$ cat src/hdl/udp_read_regs.vh
// Constants for the register-read command parser and its APB registers
`ifndef UDP_READ_REGS_VH
`define UDP_READ_REGS_VH

// Byte offsets inside the 64-byte command header
`define OFS_MARKER     6'h00
`define OFS_VERSION    6'h02
`define OFS_CMD        6'h03
`define OFS_FLAGS      6'h06
`define OFS_COUNT      6'h08
`define OFS_ADDR_HI    6'h0C
`define OFS_ADDR_LO    6'h0D
`define OFS_FAMILY     6'h10
`define OFS_RADDR      6'h11
`define OFS_RPORT      6'h15
`define OFS_CRC_FIRST  6'h02
`define OFS_CRC_LAST   6'h3D
`define OFS_HCRC       6'h3E
`define OFS_LAST       6'h3F
`define RESP_DATA_OFS  8'h40

// Field values
`define START_MARKER   16'hA1EC
`define PROTO_REV      8'h03
`define CMD_READ       8'h03
`define FAMILY_V4      8'h04
`define CRC_INIT       16'h0000
`define CRC_POLY       16'h1021
`define FLAG_SKIP_BIT  0

// Factory network settings
`define FACTORY_ADDR   32'hC0A8000A
`define FACTORY_MASK   32'hFFFFFF00
`define FACTORY_PORT   16'h2713

// APB register byte addresses
`define REG_CTRL       12'h000
`define REG_STATUS     12'h004
`define REG_ACCEPTS    12'h008
`define REG_DROPS      12'h00C
`define REG_NET_ADDR   12'h010
`define REG_NET_MASK   12'h014
`define REG_NET_PORT   12'h018
`define REG_ACT_ADDR   12'h01C
`define REG_ACT_MASK   12'h020
`define REG_ACT_PORT   12'h024

// Control bits
`define CTRL_ENABLE    0
`define CTRL_APPLY     1
`define CTRL_RESET     1'b1

// Net settings select codes
`define NET_SEL_ADDR   2'h0
`define NET_SEL_MASK   2'h1
`define NET_SEL_PORT   2'h2

`endif

$ cat src/hdl/header_crc16.v
// Byte-serial CCITT CRC16 accumulator, MSB first
`include "udp_read_regs.vh"

module header_crc16 (
  input  wire        clk,
  input  wire        rst_b,
  input  wire        clear,
  input  wire        en,
  input  wire [7:0]  data,
  output reg  [15:0] crc_q
);

  function [15:0] crc_byte;
    input [15:0] crc_in;
    input [7:0]  d;
    reg   [15:0] c;
    integer      i;
    begin
      c = crc_in;
      for (i = 7; i >= 0; i = i - 1) begin
        if (c[15] ^ d[i])
          c = {c[14:0], 1'b0} ^ `CRC_POLY;
        else
          c = {c[14:0], 1'b0};
      end
      crc_byte = c;
    end
  endfunction

  always @(posedge clk or negedge rst_b) begin
    if (!rst_b)
      crc_q <= `CRC_INIT;
    else if (clear)
      crc_q <= `CRC_INIT;
    else if (en)
      crc_q <= crc_byte(crc_q, data);
  end

endmodule // header_crc16

$ cat src/hdl/net_settings_regs.v
// Pending and active network settings; pending copies in on apply only
`include "udp_read_regs.vh"

module net_settings_regs (
  input  wire        clk,
  input  wire        rst_b,
  input  wire        wr_en,
  input  wire [1:0]  wr_sel,
  input  wire [31:0] wdata,
  input  wire        apply,
  output reg  [31:0] pend_addr_q,
  output reg  [31:0] pend_mask_q,
  output reg  [15:0] pend_port_q,
  output reg  [31:0] act_addr_q,
  output reg  [31:0] act_mask_q,
  output reg  [15:0] act_port_q
);

  always @(posedge clk or negedge rst_b) begin
    if (!rst_b) begin
      pend_addr_q <= `FACTORY_ADDR;
      pend_mask_q <= `FACTORY_MASK;
      pend_port_q <= `FACTORY_PORT;
    end else if (wr_en) begin
      if (wr_sel == `NET_SEL_ADDR)
        pend_addr_q <= wdata;
      else if (wr_sel == `NET_SEL_MASK)
        pend_mask_q <= wdata;
      else if (wr_sel == `NET_SEL_PORT)
        pend_port_q <= wdata[15:0];
    end
  end

  // Writes never reach the live match logic until a device reset
  always @(posedge clk or negedge rst_b) begin
    if (!rst_b) begin
      act_addr_q <= `FACTORY_ADDR;
      act_mask_q <= `FACTORY_MASK;
      act_port_q <= `FACTORY_PORT;
    end else if (apply) begin
      act_addr_q <= pend_addr_q;
      act_mask_q <= pend_mask_q;
      act_port_q <= pend_port_q;
    end
  end

endmodule // net_settings_regs

$ cat src/hdl/udp_register_read_parser.v
// Register-read command header parser with APB control registers
`include "udp_read_regs.vh"

module udp_register_read_parser (
  input  wire        clk,
  input  wire        rst_b,
  input  wire        psel,
  input  wire        penable,
  input  wire        pwrite,
  input  wire [11:0] paddr,
  input  wire [31:0] pwdata,
  output reg  [31:0] prdata,
  output reg         pready,
  output reg         pslverr,
  input  wire        rx_valid,
  input  wire        rx_sof,
  input  wire [7:0]  rx_data,
  input  wire [31:0] rx_src_addr,
  input  wire [15:0] rx_src_port,
  input  wire [31:0] rx_dst_addr,
  input  wire [15:0] rx_dst_port,
  output reg         rx_ready,
  output reg         rd_valid,
  input  wire        rd_ready,
  output reg  [15:0] rd_addr,
  output reg  [31:0] rd_count,
  output reg  [31:0] rd_words,
  output reg         rd_skip_data_crc,
  output reg  [31:0] rd_reply_addr,
  output reg  [15:0] rd_reply_port,
  output reg  [7:0]  rd_data_ofs
);

  function in_span;
    input [5:0] idx;
    input [5:0] lo;
    input [5:0] hi;
    begin
      in_span = (idx >= lo) && (idx <= hi);
    end
  endfunction

  // Pending network words; shared by the write strobe and the select
  function is_net_reg;
    input [11:0] a;
    begin
      is_net_reg = (a == `REG_NET_ADDR) ||
                   (a == `REG_NET_MASK) ||
                   (a == `REG_NET_PORT);
    end
  endfunction

  function [1:0] net_select;
    input [11:0] a;
    begin
      if (a == `REG_NET_ADDR)
        net_select = `NET_SEL_ADDR;
      else if (a == `REG_NET_MASK)
        net_select = `NET_SEL_MASK;
      else
        net_select = `NET_SEL_PORT;
    end
  endfunction

  // Count is even by contract; an odd last byte is not returned
  function [31:0] words_of;
    input [31:0] bytes;
    begin
      words_of = {1'b0, bytes[31:1]};
    end
  endfunction

  // Control and statistics
  reg         enable_q;
  reg         apply_q;
  reg  [15:0] accepts_q;
  reg  [15:0] drops_q;
  reg  [4:0]  reason_q;

  // Header capture
  reg         in_frame_q;
  reg  [5:0]  idx_q;
  reg  [15:0] marker_q;
  reg  [7:0]  version_q;
  reg  [7:0]  cmd_q;
  reg  [15:0] flags_q;
  reg  [31:0] count_q;
  reg  [15:0] addr_q;
  reg  [7:0]  family_q;
  reg  [31:0] raddr_q;
  reg  [15:0] rport_q;
  reg  [7:0]  hcrc_hi_q;
  reg  [31:0] src_addr_q;
  reg  [15:0] src_port_q;
  reg         dst_ok_q;

  wire [31:0] pend_addr;
  wire [31:0] pend_mask;
  wire [15:0] pend_port;
  wire [31:0] act_addr;
  wire [31:0] act_mask;
  wire [15:0] act_port;
  wire [15:0] crc_val;

  wire setup   = psel && !penable;
  wire wr_done = psel && penable && pready && pwrite;
  wire take    = rx_valid && rx_ready;
  wire start   = take && rx_sof && enable_q;
  wire body    = take && !rx_sof && in_frame_q;
  wire last    = body && (idx_q == `OFS_LAST);

  wire ctrl_wr = wr_done && (paddr == `REG_CTRL);
  wire net_wr  = wr_done && is_net_reg(paddr);
  wire [1:0] net_sel = net_select(paddr);

  net_settings_regs u_net (
    .clk         (clk),
    .rst_b       (rst_b),
    .wr_en       (net_wr),
    .wr_sel      (net_sel),
    .wdata       (pwdata),
    .apply       (apply_q),
    .pend_addr_q (pend_addr),
    .pend_mask_q (pend_mask),
    .pend_port_q (pend_port),
    .act_addr_q  (act_addr),
    .act_mask_q  (act_mask),
    .act_port_q  (act_port)
  );

  // Marker bytes are outside the checksum, so the CRC starts at byte 2
  header_crc16 u_crc (
    .clk   (clk),
    .rst_b (rst_b),
    .clear (start),
    .en    (body && in_span(idx_q, `OFS_CRC_FIRST, `OFS_CRC_LAST)),
    .data  (rx_data),
    .crc_q (crc_val)
  );

  // Verdict on the final header byte
  wire ok_marker = (marker_q == `START_MARKER);
  wire ok_ver    = (version_q == `PROTO_REV);
  wire ok_cmd    = (cmd_q == `CMD_READ) && (family_q == `FAMILY_V4);
  wire ok_crc    = ({hcrc_hi_q, rx_data} == crc_val);
  wire [4:0] bad = {!dst_ok_q, !ok_cmd, !ok_crc, !ok_ver, !ok_marker};
  wire accept    = last && (bad == 5'h00);

  // Frame is ours if sent to our address, subnet broadcast, and our port
  wire dst_match = ((rx_dst_addr == act_addr) ||
                    (rx_dst_addr == (act_addr | ~act_mask))) &&
                   (rx_dst_port == act_port);

  always @(posedge clk or negedge rst_b) begin
    if (!rst_b) begin
      in_frame_q <= 1'b0;
      idx_q      <= `OFS_MARKER;
      marker_q   <= 16'h0000;
      version_q  <= 8'h00;
      cmd_q      <= 8'h00;
      flags_q    <= 16'h0000;
      count_q    <= 32'h0000_0000;
      addr_q     <= 16'h0000;
      family_q   <= 8'h00;
      raddr_q    <= 32'h0000_0000;
      rport_q    <= 16'h0000;
      hcrc_hi_q  <= 8'h00;
      src_addr_q <= 32'h0000_0000;
      src_port_q <= 16'h0000;
      dst_ok_q   <= 1'b0;
    end else if (apply_q) begin
      // A device reset abandons any half-received header
      in_frame_q <= 1'b0;
      idx_q      <= `OFS_MARKER;
    end else if (start) begin
      in_frame_q <= 1'b1;
      idx_q      <= `OFS_MARKER + 6'h01;
      marker_q   <= {8'h00, rx_data};
      src_addr_q <= rx_src_addr;
      src_port_q <= rx_src_port;
      dst_ok_q   <= dst_match;
    end else if (body) begin
      idx_q <= idx_q + 6'h01;
      if (last)
        in_frame_q <= 1'b0;
      // Sub-command, status, spare, reserved and payload checksum
      // bytes fall through every branch below and are never stored
      if (in_span(idx_q, `OFS_MARKER, `OFS_MARKER + 6'h01))
        marker_q <= {marker_q[7:0], rx_data};
      else if (idx_q == `OFS_VERSION)
        version_q <= rx_data;
      else if (idx_q == `OFS_CMD)
        cmd_q <= rx_data;
      else if (in_span(idx_q, `OFS_FLAGS, `OFS_FLAGS + 6'h01))
        flags_q <= {flags_q[7:0], rx_data};
      else if (in_span(idx_q, `OFS_COUNT, `OFS_COUNT + 6'h03))
        count_q <= {count_q[23:0], rx_data};
      else if (idx_q == `OFS_ADDR_HI)
        addr_q[15:8] <= rx_data;
      else if (idx_q == `OFS_ADDR_LO)
        addr_q[7:0] <= rx_data;
      else if (idx_q == `OFS_FAMILY)
        family_q <= rx_data;
      else if (in_span(idx_q, `OFS_RADDR, `OFS_RADDR + 6'h03))
        raddr_q <= {raddr_q[23:0], rx_data};
      else if (in_span(idx_q, `OFS_RPORT, `OFS_RPORT + 6'h01))
        rport_q <= {rport_q[7:0], rx_data};
      else if (idx_q == `OFS_HCRC)
        hcrc_hi_q <= rx_data;
    end
  end

  // Zero callback fields send the answer back to the request's sender
  wire [31:0] reply_addr = (raddr_q == 32'h0000_0000) ?
                           src_addr_q : raddr_q;
  wire [15:0] reply_port = (rport_q == 16'h0000) ?
                           src_port_q : rport_q;

  // One outstanding read; the receive side stalls until it is taken
  wire rd_valid_d = accept || (rd_valid && !rd_ready);

  always @(posedge clk or negedge rst_b) begin
    if (!rst_b) begin
      rd_valid         <= 1'b0;
      rx_ready         <= 1'b1;
      rd_addr          <= 16'h0000;
      rd_count         <= 32'h0000_0000;
      rd_words         <= 32'h0000_0000;
      rd_skip_data_crc <= 1'b0;
      rd_reply_addr    <= 32'h0000_0000;
      rd_reply_port    <= 16'h0000;
      rd_data_ofs      <= `RESP_DATA_OFS;
    end else begin
      rd_valid <= rd_valid_d;
      rx_ready <= !rd_valid_d;
      if (accept) begin
        rd_addr          <= addr_q;
        rd_count         <= count_q;
        rd_words         <= words_of(count_q);
        rd_skip_data_crc <= flags_q[`FLAG_SKIP_BIT];
        rd_reply_addr    <= reply_addr;
        rd_reply_port    <= reply_port;
        rd_data_ofs      <= `RESP_DATA_OFS;
      end
    end
  end

  // Statistics
  always @(posedge clk or negedge rst_b) begin
    if (!rst_b) begin
      accepts_q <= 16'h0000;
      drops_q   <= 16'h0000;
      reason_q  <= 5'h00;
    end else if (accept) begin
      accepts_q <= accepts_q + 16'h0001;
    end else if (last) begin
      drops_q  <= drops_q + 16'h0001;
      reason_q <= bad;
    end
  end

  // Control register; apply is a one-cycle device reset pulse
  always @(posedge clk or negedge rst_b) begin
    if (!rst_b) begin
      enable_q <= `CTRL_RESET;
      apply_q  <= 1'b0;
    end else begin
      apply_q <= ctrl_wr && pwdata[`CTRL_APPLY];
      if (ctrl_wr)
        enable_q <= pwdata[`CTRL_ENABLE];
    end
  end

  // Status: drop reason, header in progress, stream ready, read pending
  wire [31:0] status_word = {24'h00_0000, reason_q, in_frame_q,
                             rx_ready, rd_valid};

  // Read word and error for the addressed register; unmapped words error
  reg  [31:0] rdata_d;
  reg         rerr_d;

  always @* begin
    rdata_d = 32'h0000_0000;
    rerr_d  = 1'b0;
    if (paddr == `REG_CTRL)
      rdata_d = {31'h0000_0000, enable_q};
    else if (paddr == `REG_STATUS)
      rdata_d = status_word;
    else if (paddr == `REG_ACCEPTS)
      rdata_d = {16'h0000, accepts_q};
    else if (paddr == `REG_DROPS)
      rdata_d = {16'h0000, drops_q};
    else if (paddr == `REG_NET_ADDR)
      rdata_d = pend_addr;
    else if (paddr == `REG_NET_MASK)
      rdata_d = pend_mask;
    else if (paddr == `REG_NET_PORT)
      rdata_d = {16'h0000, pend_port};
    else if (paddr == `REG_ACT_ADDR)
      rdata_d = act_addr;
    else if (paddr == `REG_ACT_MASK)
      rdata_d = act_mask;
    else if (paddr == `REG_ACT_PORT)
      rdata_d = {16'h0000, act_port};
    else
      rerr_d = 1'b1;
  end

  // APB slave: data prepared in setup, answered in first access cycle
  always @(posedge clk or negedge rst_b) begin
    if (!rst_b) begin
      prdata  <= 32'h0000_0000;
      pready  <= 1'b0;
      pslverr <= 1'b0;
    end else if (setup) begin
      pready  <= 1'b1;
      pslverr <= rerr_d;
      prdata  <= rdata_d;
    end else begin
      pready  <= 1'b0;
      pslverr <= 1'b0;
    end
  end

endmodule // udp_register_read_parser

$ cat config.mk
export PLATFORM = sky130hd
export DESIGN_NAME = udp_register_read_parser
export DESIGN_NICKNAME = d
export VERILOG_FILES = /design/src/hdl/header_crc16.v /design/src/hdl/net_settings_regs.v /design/src/hdl/udp_register_read_parser.v
export VERILOG_INCLUDE_DIRS = /design/src /design/src/hdl
export SDC_FILE = /design/constraint.sdc
export NUM_CORES = 1
export LEC_CHECK = 0
export BUFFER_PORTS_ARGS = -buffer_cell sky130_fd_sc_hd__clkbuf_2
export CAP_MARGIN = 40
export CORE_UTILIZATION = 23
export CTS_CLUSTER_SIZE = 40
export DETAILED_ROUTE_END_ITERATION = 8
export PLACE_DENSITY_LB_ADDON = 0.15
export SLEW_MARGIN = 30
export SYNTH_ARGS = -nofsm -noshare
export SYNTH_HDL_FRONTEND = slang
export SYNTH_HIERARCHICAL = 1
export SYNTH_SLANG_ARGS = --single-unit
export TNS_END_PERCENT = 1
$ cat constraint.sdc
create_clock -name clk -period 4.2 [get_ports clk]
set_input_delay 0.84 -clock clk [delete_from_list [all_inputs] [get_ports clk]]
set_output_delay 0.84 -clock clk [all_outputs]
set_load 0.005 [all_outputs]
## Word level (Yosys, flattened, before mapping)

Index checks and enable logic that the tools add are counted.
W data, S select, Z words.

- $lt $le $gt $ge: 12
- Add/subtract/negate cells: 3
- Bitwise gates (word level): 33
- Reductions and logical operators: 64
- Equality and inequality tests: 26
- Muxes and demuxes: 60

Operators with widths:

| kind | number |
|---|---|
| $mux W16 | 21 |
| $mux W32 | 10 |
| $mux W13 | 8 |
| $eq A32 B32 Y1 | 2 |
| $eq A12 B5 Y1 const B | 4 |
| $add A16 B1 Y16 const B | 2 |
| $eq A16 B16 Y1 | 2 |
| $logic_not A32 Y1 | 1 |
| $not A32 Y32 | 1 |
| $or A32 B32 Y32 | 1 |
| $eq A12 B4 Y1 const B | 2 |
| $eq A12 B6 Y1 const B | 2 |
| $logic_and A1 B1 Y1 | 24 |
| $not A3 Y3 | 8 |
| $mux W6 | 3 |
| $eq A16 B16 Y1 const B | 1 |
| $eq A8 B2 Y1 const B | 2 |
| $logic_not A16 Y1 | 1 |
| $mux W1 | 16 |
| $not A1 Y1 | 15 |
| $reduce_and A14 Y1 | 1 |
| $reduce_and A13 Y1 | 1 |
| $eq A12 B3 Y1 const B | 1 |
| $eq A6 B2 Y1 const B | 2 |
| other kinds (37) | 67 |

- Bits in registers: 580
- Output and inout port bits: 173
- Logic and storage cells: 237

## Longest topological paths before layout

- Depth after elaboration: 34
- Mapped depth: 11

## Cells and area by module

Netlist, hierarchy kept.

Modules (own cells, without submodules):

| module | cells an instance | times used | area an instance (um2) |
|---|---|---|---|
| udp_register_read_parser | 1,678 | 1 | 17,988.5 |
| net_settings_regs | 339 | 1 | 6,032.0 |
| header_crc16 | 79 | 1 | 1,043.5 |

## Worst setup path before layout

Ideal clock, no wire load.

- Path type: input port to flip-flop
- Start point: input paddr[7]
- End point: register u_net.pend_addr_q[22]
- Slack: 1.104 ns
- Arrival time: 2.971 ns
- Library setup time: 0.125 ns
- Stages: 7
- Path buffers: 2
- Required time: 4.075 ns
- Cells stage by stage: nor4_2 -> nand3_2 -> clkbuf_1 -> nor4b_1 -> nor3b_2 -> buf_4 -> mux2_2

- Cells in the longest elaborated chain, start to end: 5
- Elaborated cells on any way between the ends: 10
- Classes of those cells: eq/ne (3); mux (2); reduce/logical (5)

Ends and longest elaborated chain:

| item | line | text |
|---|---|---|
| start: declaration | udp_register_read_parser.v:10 | `input wire [11:0] paddr,` |
| $eq A12 B5 Y1 (no line) | - |  |
| $logic_or A1 B1 Y1 | udp_register_read_parser.v:47 | `` is_net_reg = (a == `REG_NET_ADDR) \|\| `` |
| $logic_or A1 B1 Y1 (*) | udp_register_read_parser.v:47 |  |
| $logic_and A1 B1 Y1 (*) | udp_register_read_parser.v:113 | `wire net_wr = wr_done && is_net_reg(paddr);` |
| via net_wr | udp_register_read_parser.v:113 |  |
| $reduce_and A2 Y1 (no line) (*) | - |  |
| end signal: assignment | net_settings_regs.v:21 | `` pend_addr_q <= `FACTORY_ADDR; `` |
| end signal: assignment | net_settings_regs.v:26 | `pend_addr_q <= wdata;` |
| end: declaration | net_settings_regs.v:11 | `output reg [31:0] pend_addr_q,` |

Mark *: on every way through the listed nets, which the timed path passes. The rest lies on a longest branch.
A chain may end at the register's enable or synchronous reset.

## Worst setup path in the final report

- Start point: input paddr[7]
- End point: register u_net.pend_port_q[11]

- Elaborated cells on any way between the ends: 14
- Classes of those cells: eq/ne (5); mux (2); bitwise (2); reduce/logical (5)

RTL lines:

| item | line | text |
|---|---|---|
| $eq A12 B5 Y1 (no line) | - |  |
| $logic_or A1 B1 Y1 | udp_register_read_parser.v:47 |  |
| $logic_or A1 B1 Y1 (*) | udp_register_read_parser.v:47 |  |
| $logic_and A1 B1 Y1 (*) | udp_register_read_parser.v:113 |  |
| via net_wr | udp_register_read_parser.v:113 |  |
| $reduce_and A4 Y1 (no line) (*) | - |  |
| end signal: assignment | net_settings_regs.v:23 | `` pend_port_q <= `FACTORY_PORT; `` |
| end signal: assignment | net_settings_regs.v:30 | `pend_port_q <= wdata[15:0];` |
| end: declaration | net_settings_regs.v:13 | `output reg [15:0] pend_port_q,` |

Marks and branches as above.

==> results.json <==
{
  "outcome": "finished clean",
  "ys_types": 75,
  "die_y_um": 332.1,
  "core_um2": 107500,
  "syn_area_per_cell_um2": 11.96,
  "fmax_ghz": 0.3317,
  "fin_crit_sh_pct": 71.78,
  "ioPinCount": 329,
  "design_area_um2": 30420,
  "grt-ovfl-total": 0,
  "synthArstFlopShare_pct": 100.0,
  "htreeDepth": 3,
  "drc": 0,
  "hp-class": "in -> async",
  "insertion_delay_ps": 620,
  "via_per_inst": 4.552,
  "clock_power_share_pct": 50.5,
  "wirelength_um": 80400,
  "synth-seq-area-share_pct": 55.20,
  "hpwlAfterDp_um": 57240,
  "synthTopCellsByArea": "dfrtp_1, mux2_2, dfstp_2",
  "post_cts_buffers": 0,
  "switching_share_pct": 23.33,
  "power.switching_mw": 2.745,
  "clk_pin_slew_ps": 50,
  "synth_ff_type": "dfrtp_1",
  "cts_root_buf": "clkbuf_16",
  "power_frac_seq_pct": 45.3,
  "fp-row-count": 120,
  "grt_pass1_wl_um": 121300,
  "routed-via-count": 17530,
  "die_w_um": 332.1,
  "p_comb_share_pct": 4.1,
  "setup_violations": 0,
  "critPathCaptureType": "flip-flop",
  "fin_tns_setup_ps": 0,
  "min_period_ps": 3015,
  "syn_inst": 2096,
  "hold_viol_final": 0,
  "critical_path.max_fanout": 16,
  "max-clock-path-buffers": 3,
  "slew_headroom_pct": 46.49,
  "numCtsBuffers": 69,
  "postLayoutCoreUtil_pct": 28.29,
  "post-synth-top-count-cell": "dfrtp_1",
  "gp_congestion": 0.8117,
  "clock_skew_ps": 29.08,
  "yosysWarnings": 6,
  "first_pass_iters": 5,
  "antenna_found_initial": 5,
  "synth-edff-count": 0,
  "synth_top_area_share_pct": 47.02,
  "grt_max_degree": 112,
  "ant_nets": 0,
  "internal_power_mw": 9.018,
  "leakage_nw": 14.53,
  "crit_arrival_ps": 3490,
  "post_drt_wl_per_cell_um": 20.88,
  "grtUsageTotal_pct": 14.48,
  "dpl_cell_area_um2": 28150,
  "worst_pin_slew_ps": 795.3,
  "cap_violations": 0,
  "fin_nets": 2556,
  "start_util_pct": 23.31,
  "cts_resized": 0,
  "critPathKind": "in -> reg",
  "final_cells": 3850,
  "dieArea_um2": 110300,
  "finalMaxSlewViolations": 0,
  "synth_top_area_cell": "dfrtp_1",
  "syn_area_um2": 25060,
  "ys_seq_elements": 549,
  "power_density_nw_per_um2": 386.7,
  "area_growth_pct": 21.35,
  "port_buffers": 319,
  "postCtsHoldBufs": 0,
  "drive_gt1_share_pct": 38.54,
  "cts_tree": "yes",
  "synthTopCellsByCount": "dfrtp_1, mux2_2, nand2_1",
  "cp-start-kind": "primary input",
  "required_ps": 4680,
  "rsz0062_at_grt": "no",
  "cts.sinks": 549,
  "placedCellCount": 3725,
  "worst_ir_drop_vdd_uv": 264.1,
  "drtIter0Drc": 1037,
  "grt_pass1_vias": 18520
}
[cell families (layout without fill, tap and decap cells)]
kind of cell | count (synthesis) | in the layout | share of synthesized area [%]
adder cells (fa/ha/maj) | 6 | 6 | 0.2995
multiplexers | 359 | 359 | 16.62
AO/OA/AOI/OAI | 319 | 319 | 7.833
XOR/XNOR | 133 | 133 | 5.436
flip-flops | 549 | 549 | 55.20
AND/OR/NAND/NOR | 571 | 571 | 11.17
buffers and inverters | 157 | 498 | 3.410
other | 2 | 12 | 0.02996
[power groups by stage]
stage	Combinational [mW]	Clock, mW	Sequential (mW)
2_1_floorplan	0.156	0	5.42
3_3_place_gp	0.499	0	5.43
3_5_place_dp	0.501	0	5.43
4_1_cts	0.503	6.15	5.33
5_1_grt	0.540	6.37	5.33
6_report	0.487	5.94	5.33
[cells in the final DEF, fill, tap and decap left out, drive strengths merged, types with 60 or more instances in the layout]
master and n:
nor2 107, mux2 353, nand2 259, o21ai 81
xor2 61, dfstp 78, clkbuf 419, a21oi 93
dfrtp 471, xnor2 60
[worst paths after layout]
| kind | end | from | slack [ps] | depth (start not counted) |
|---|---|---|---|---|
| min | src_port_q[7]$_DFFE_PN0P_ | rst_b | 210 | 1 |
| min reg2reg | src_addr_q[9]$_DFFE_PN0P_ | src_addr_q[9]$_DFFE_PN0P_ | 470 | 2 |
| max | u_net/pend_port_q[11]$_DFFE_PN0P_ | paddr[7] | 1190 | 6 |
| max reg2reg | rd_addr[14]$_DFFE_PN0P_ | family_q[5]$_DFFE_PN0P_ | 1290 | 6 |
| min in group clk | src_port_q[12]$_DFFE_PN0P_ | rx_src_port[12] | 410 | 3 |
| max in group asynchronous | u_net/act_mask_q[0]$_DFFE_PN0P_ | rst_b | 2900 | 2 |
[cell type report]
| class | count | area (µm²) |
|---|---|---|
| diodes | 3 | 7.507 |
| clock buffers | 101 | 2028 |
| clock inverters | 20 | 222.7 |
| fillers | 11200 | 77090 |
| inverters | 9 | 33.78 |
| multi-input cells | 1397 | 10430 |
| flip-flops and latches | 549 | 13840 |
| well taps | 1403 | 1755 |
| repair buffers | 368 | 2095 |
[registers in the layout, summed over array words and instances (netlist names), 32 cells and up]
register and count:
rd_count 32, src_addr_q 32, u_net/act_addr_q 32, count_q 32, raddr_q 32, rd_reply_addr 32, u_net/act_mask_q 32, u_net/pend_mask_q 32
u_net/pend_addr_q 32, prdata 32
[per-stage QoR]
step | hold slack [ps] | total power, mW | setup WS [ps]
CTS | 215.0 | 11.99 | 1212
finish | 211.9 | 11.76 | 1185
floorplan | 438.4 | 5.580 | 1104
detailed placement | 463.2 | 5.928 | 625.6
global placement | 459.1 | 5.925 | 680.5
global route | 225.6 | 12.25 | 1078
[per-layer routing]
| metal | global-route usage [%] | share of wire (%) | vias up | routed length (µm) |
|---|---|---|---|---|
| met4 | 4.984 | 2.8 | 4 | 2269 |
| li1 | - | - | 8020 | - |
| met1 | 19.33 | 46 | 8988 | 36730 |
| met3 | 2.902 | 4.4 | 129 | 3561 |
| met2 | 23.22 | 47 | 386 | 37820 |
| met5 | 0 | 0.027 | - | 22 |
[worst max-delay path: stages]
cell	delay (ps)
clkbuf_2	100
nor4_2	660
nand3_2	160
nor4b_1	590
nand3b_2	650
mux2_2	490
Note: power is estimated with default switching activity, not from simulation.
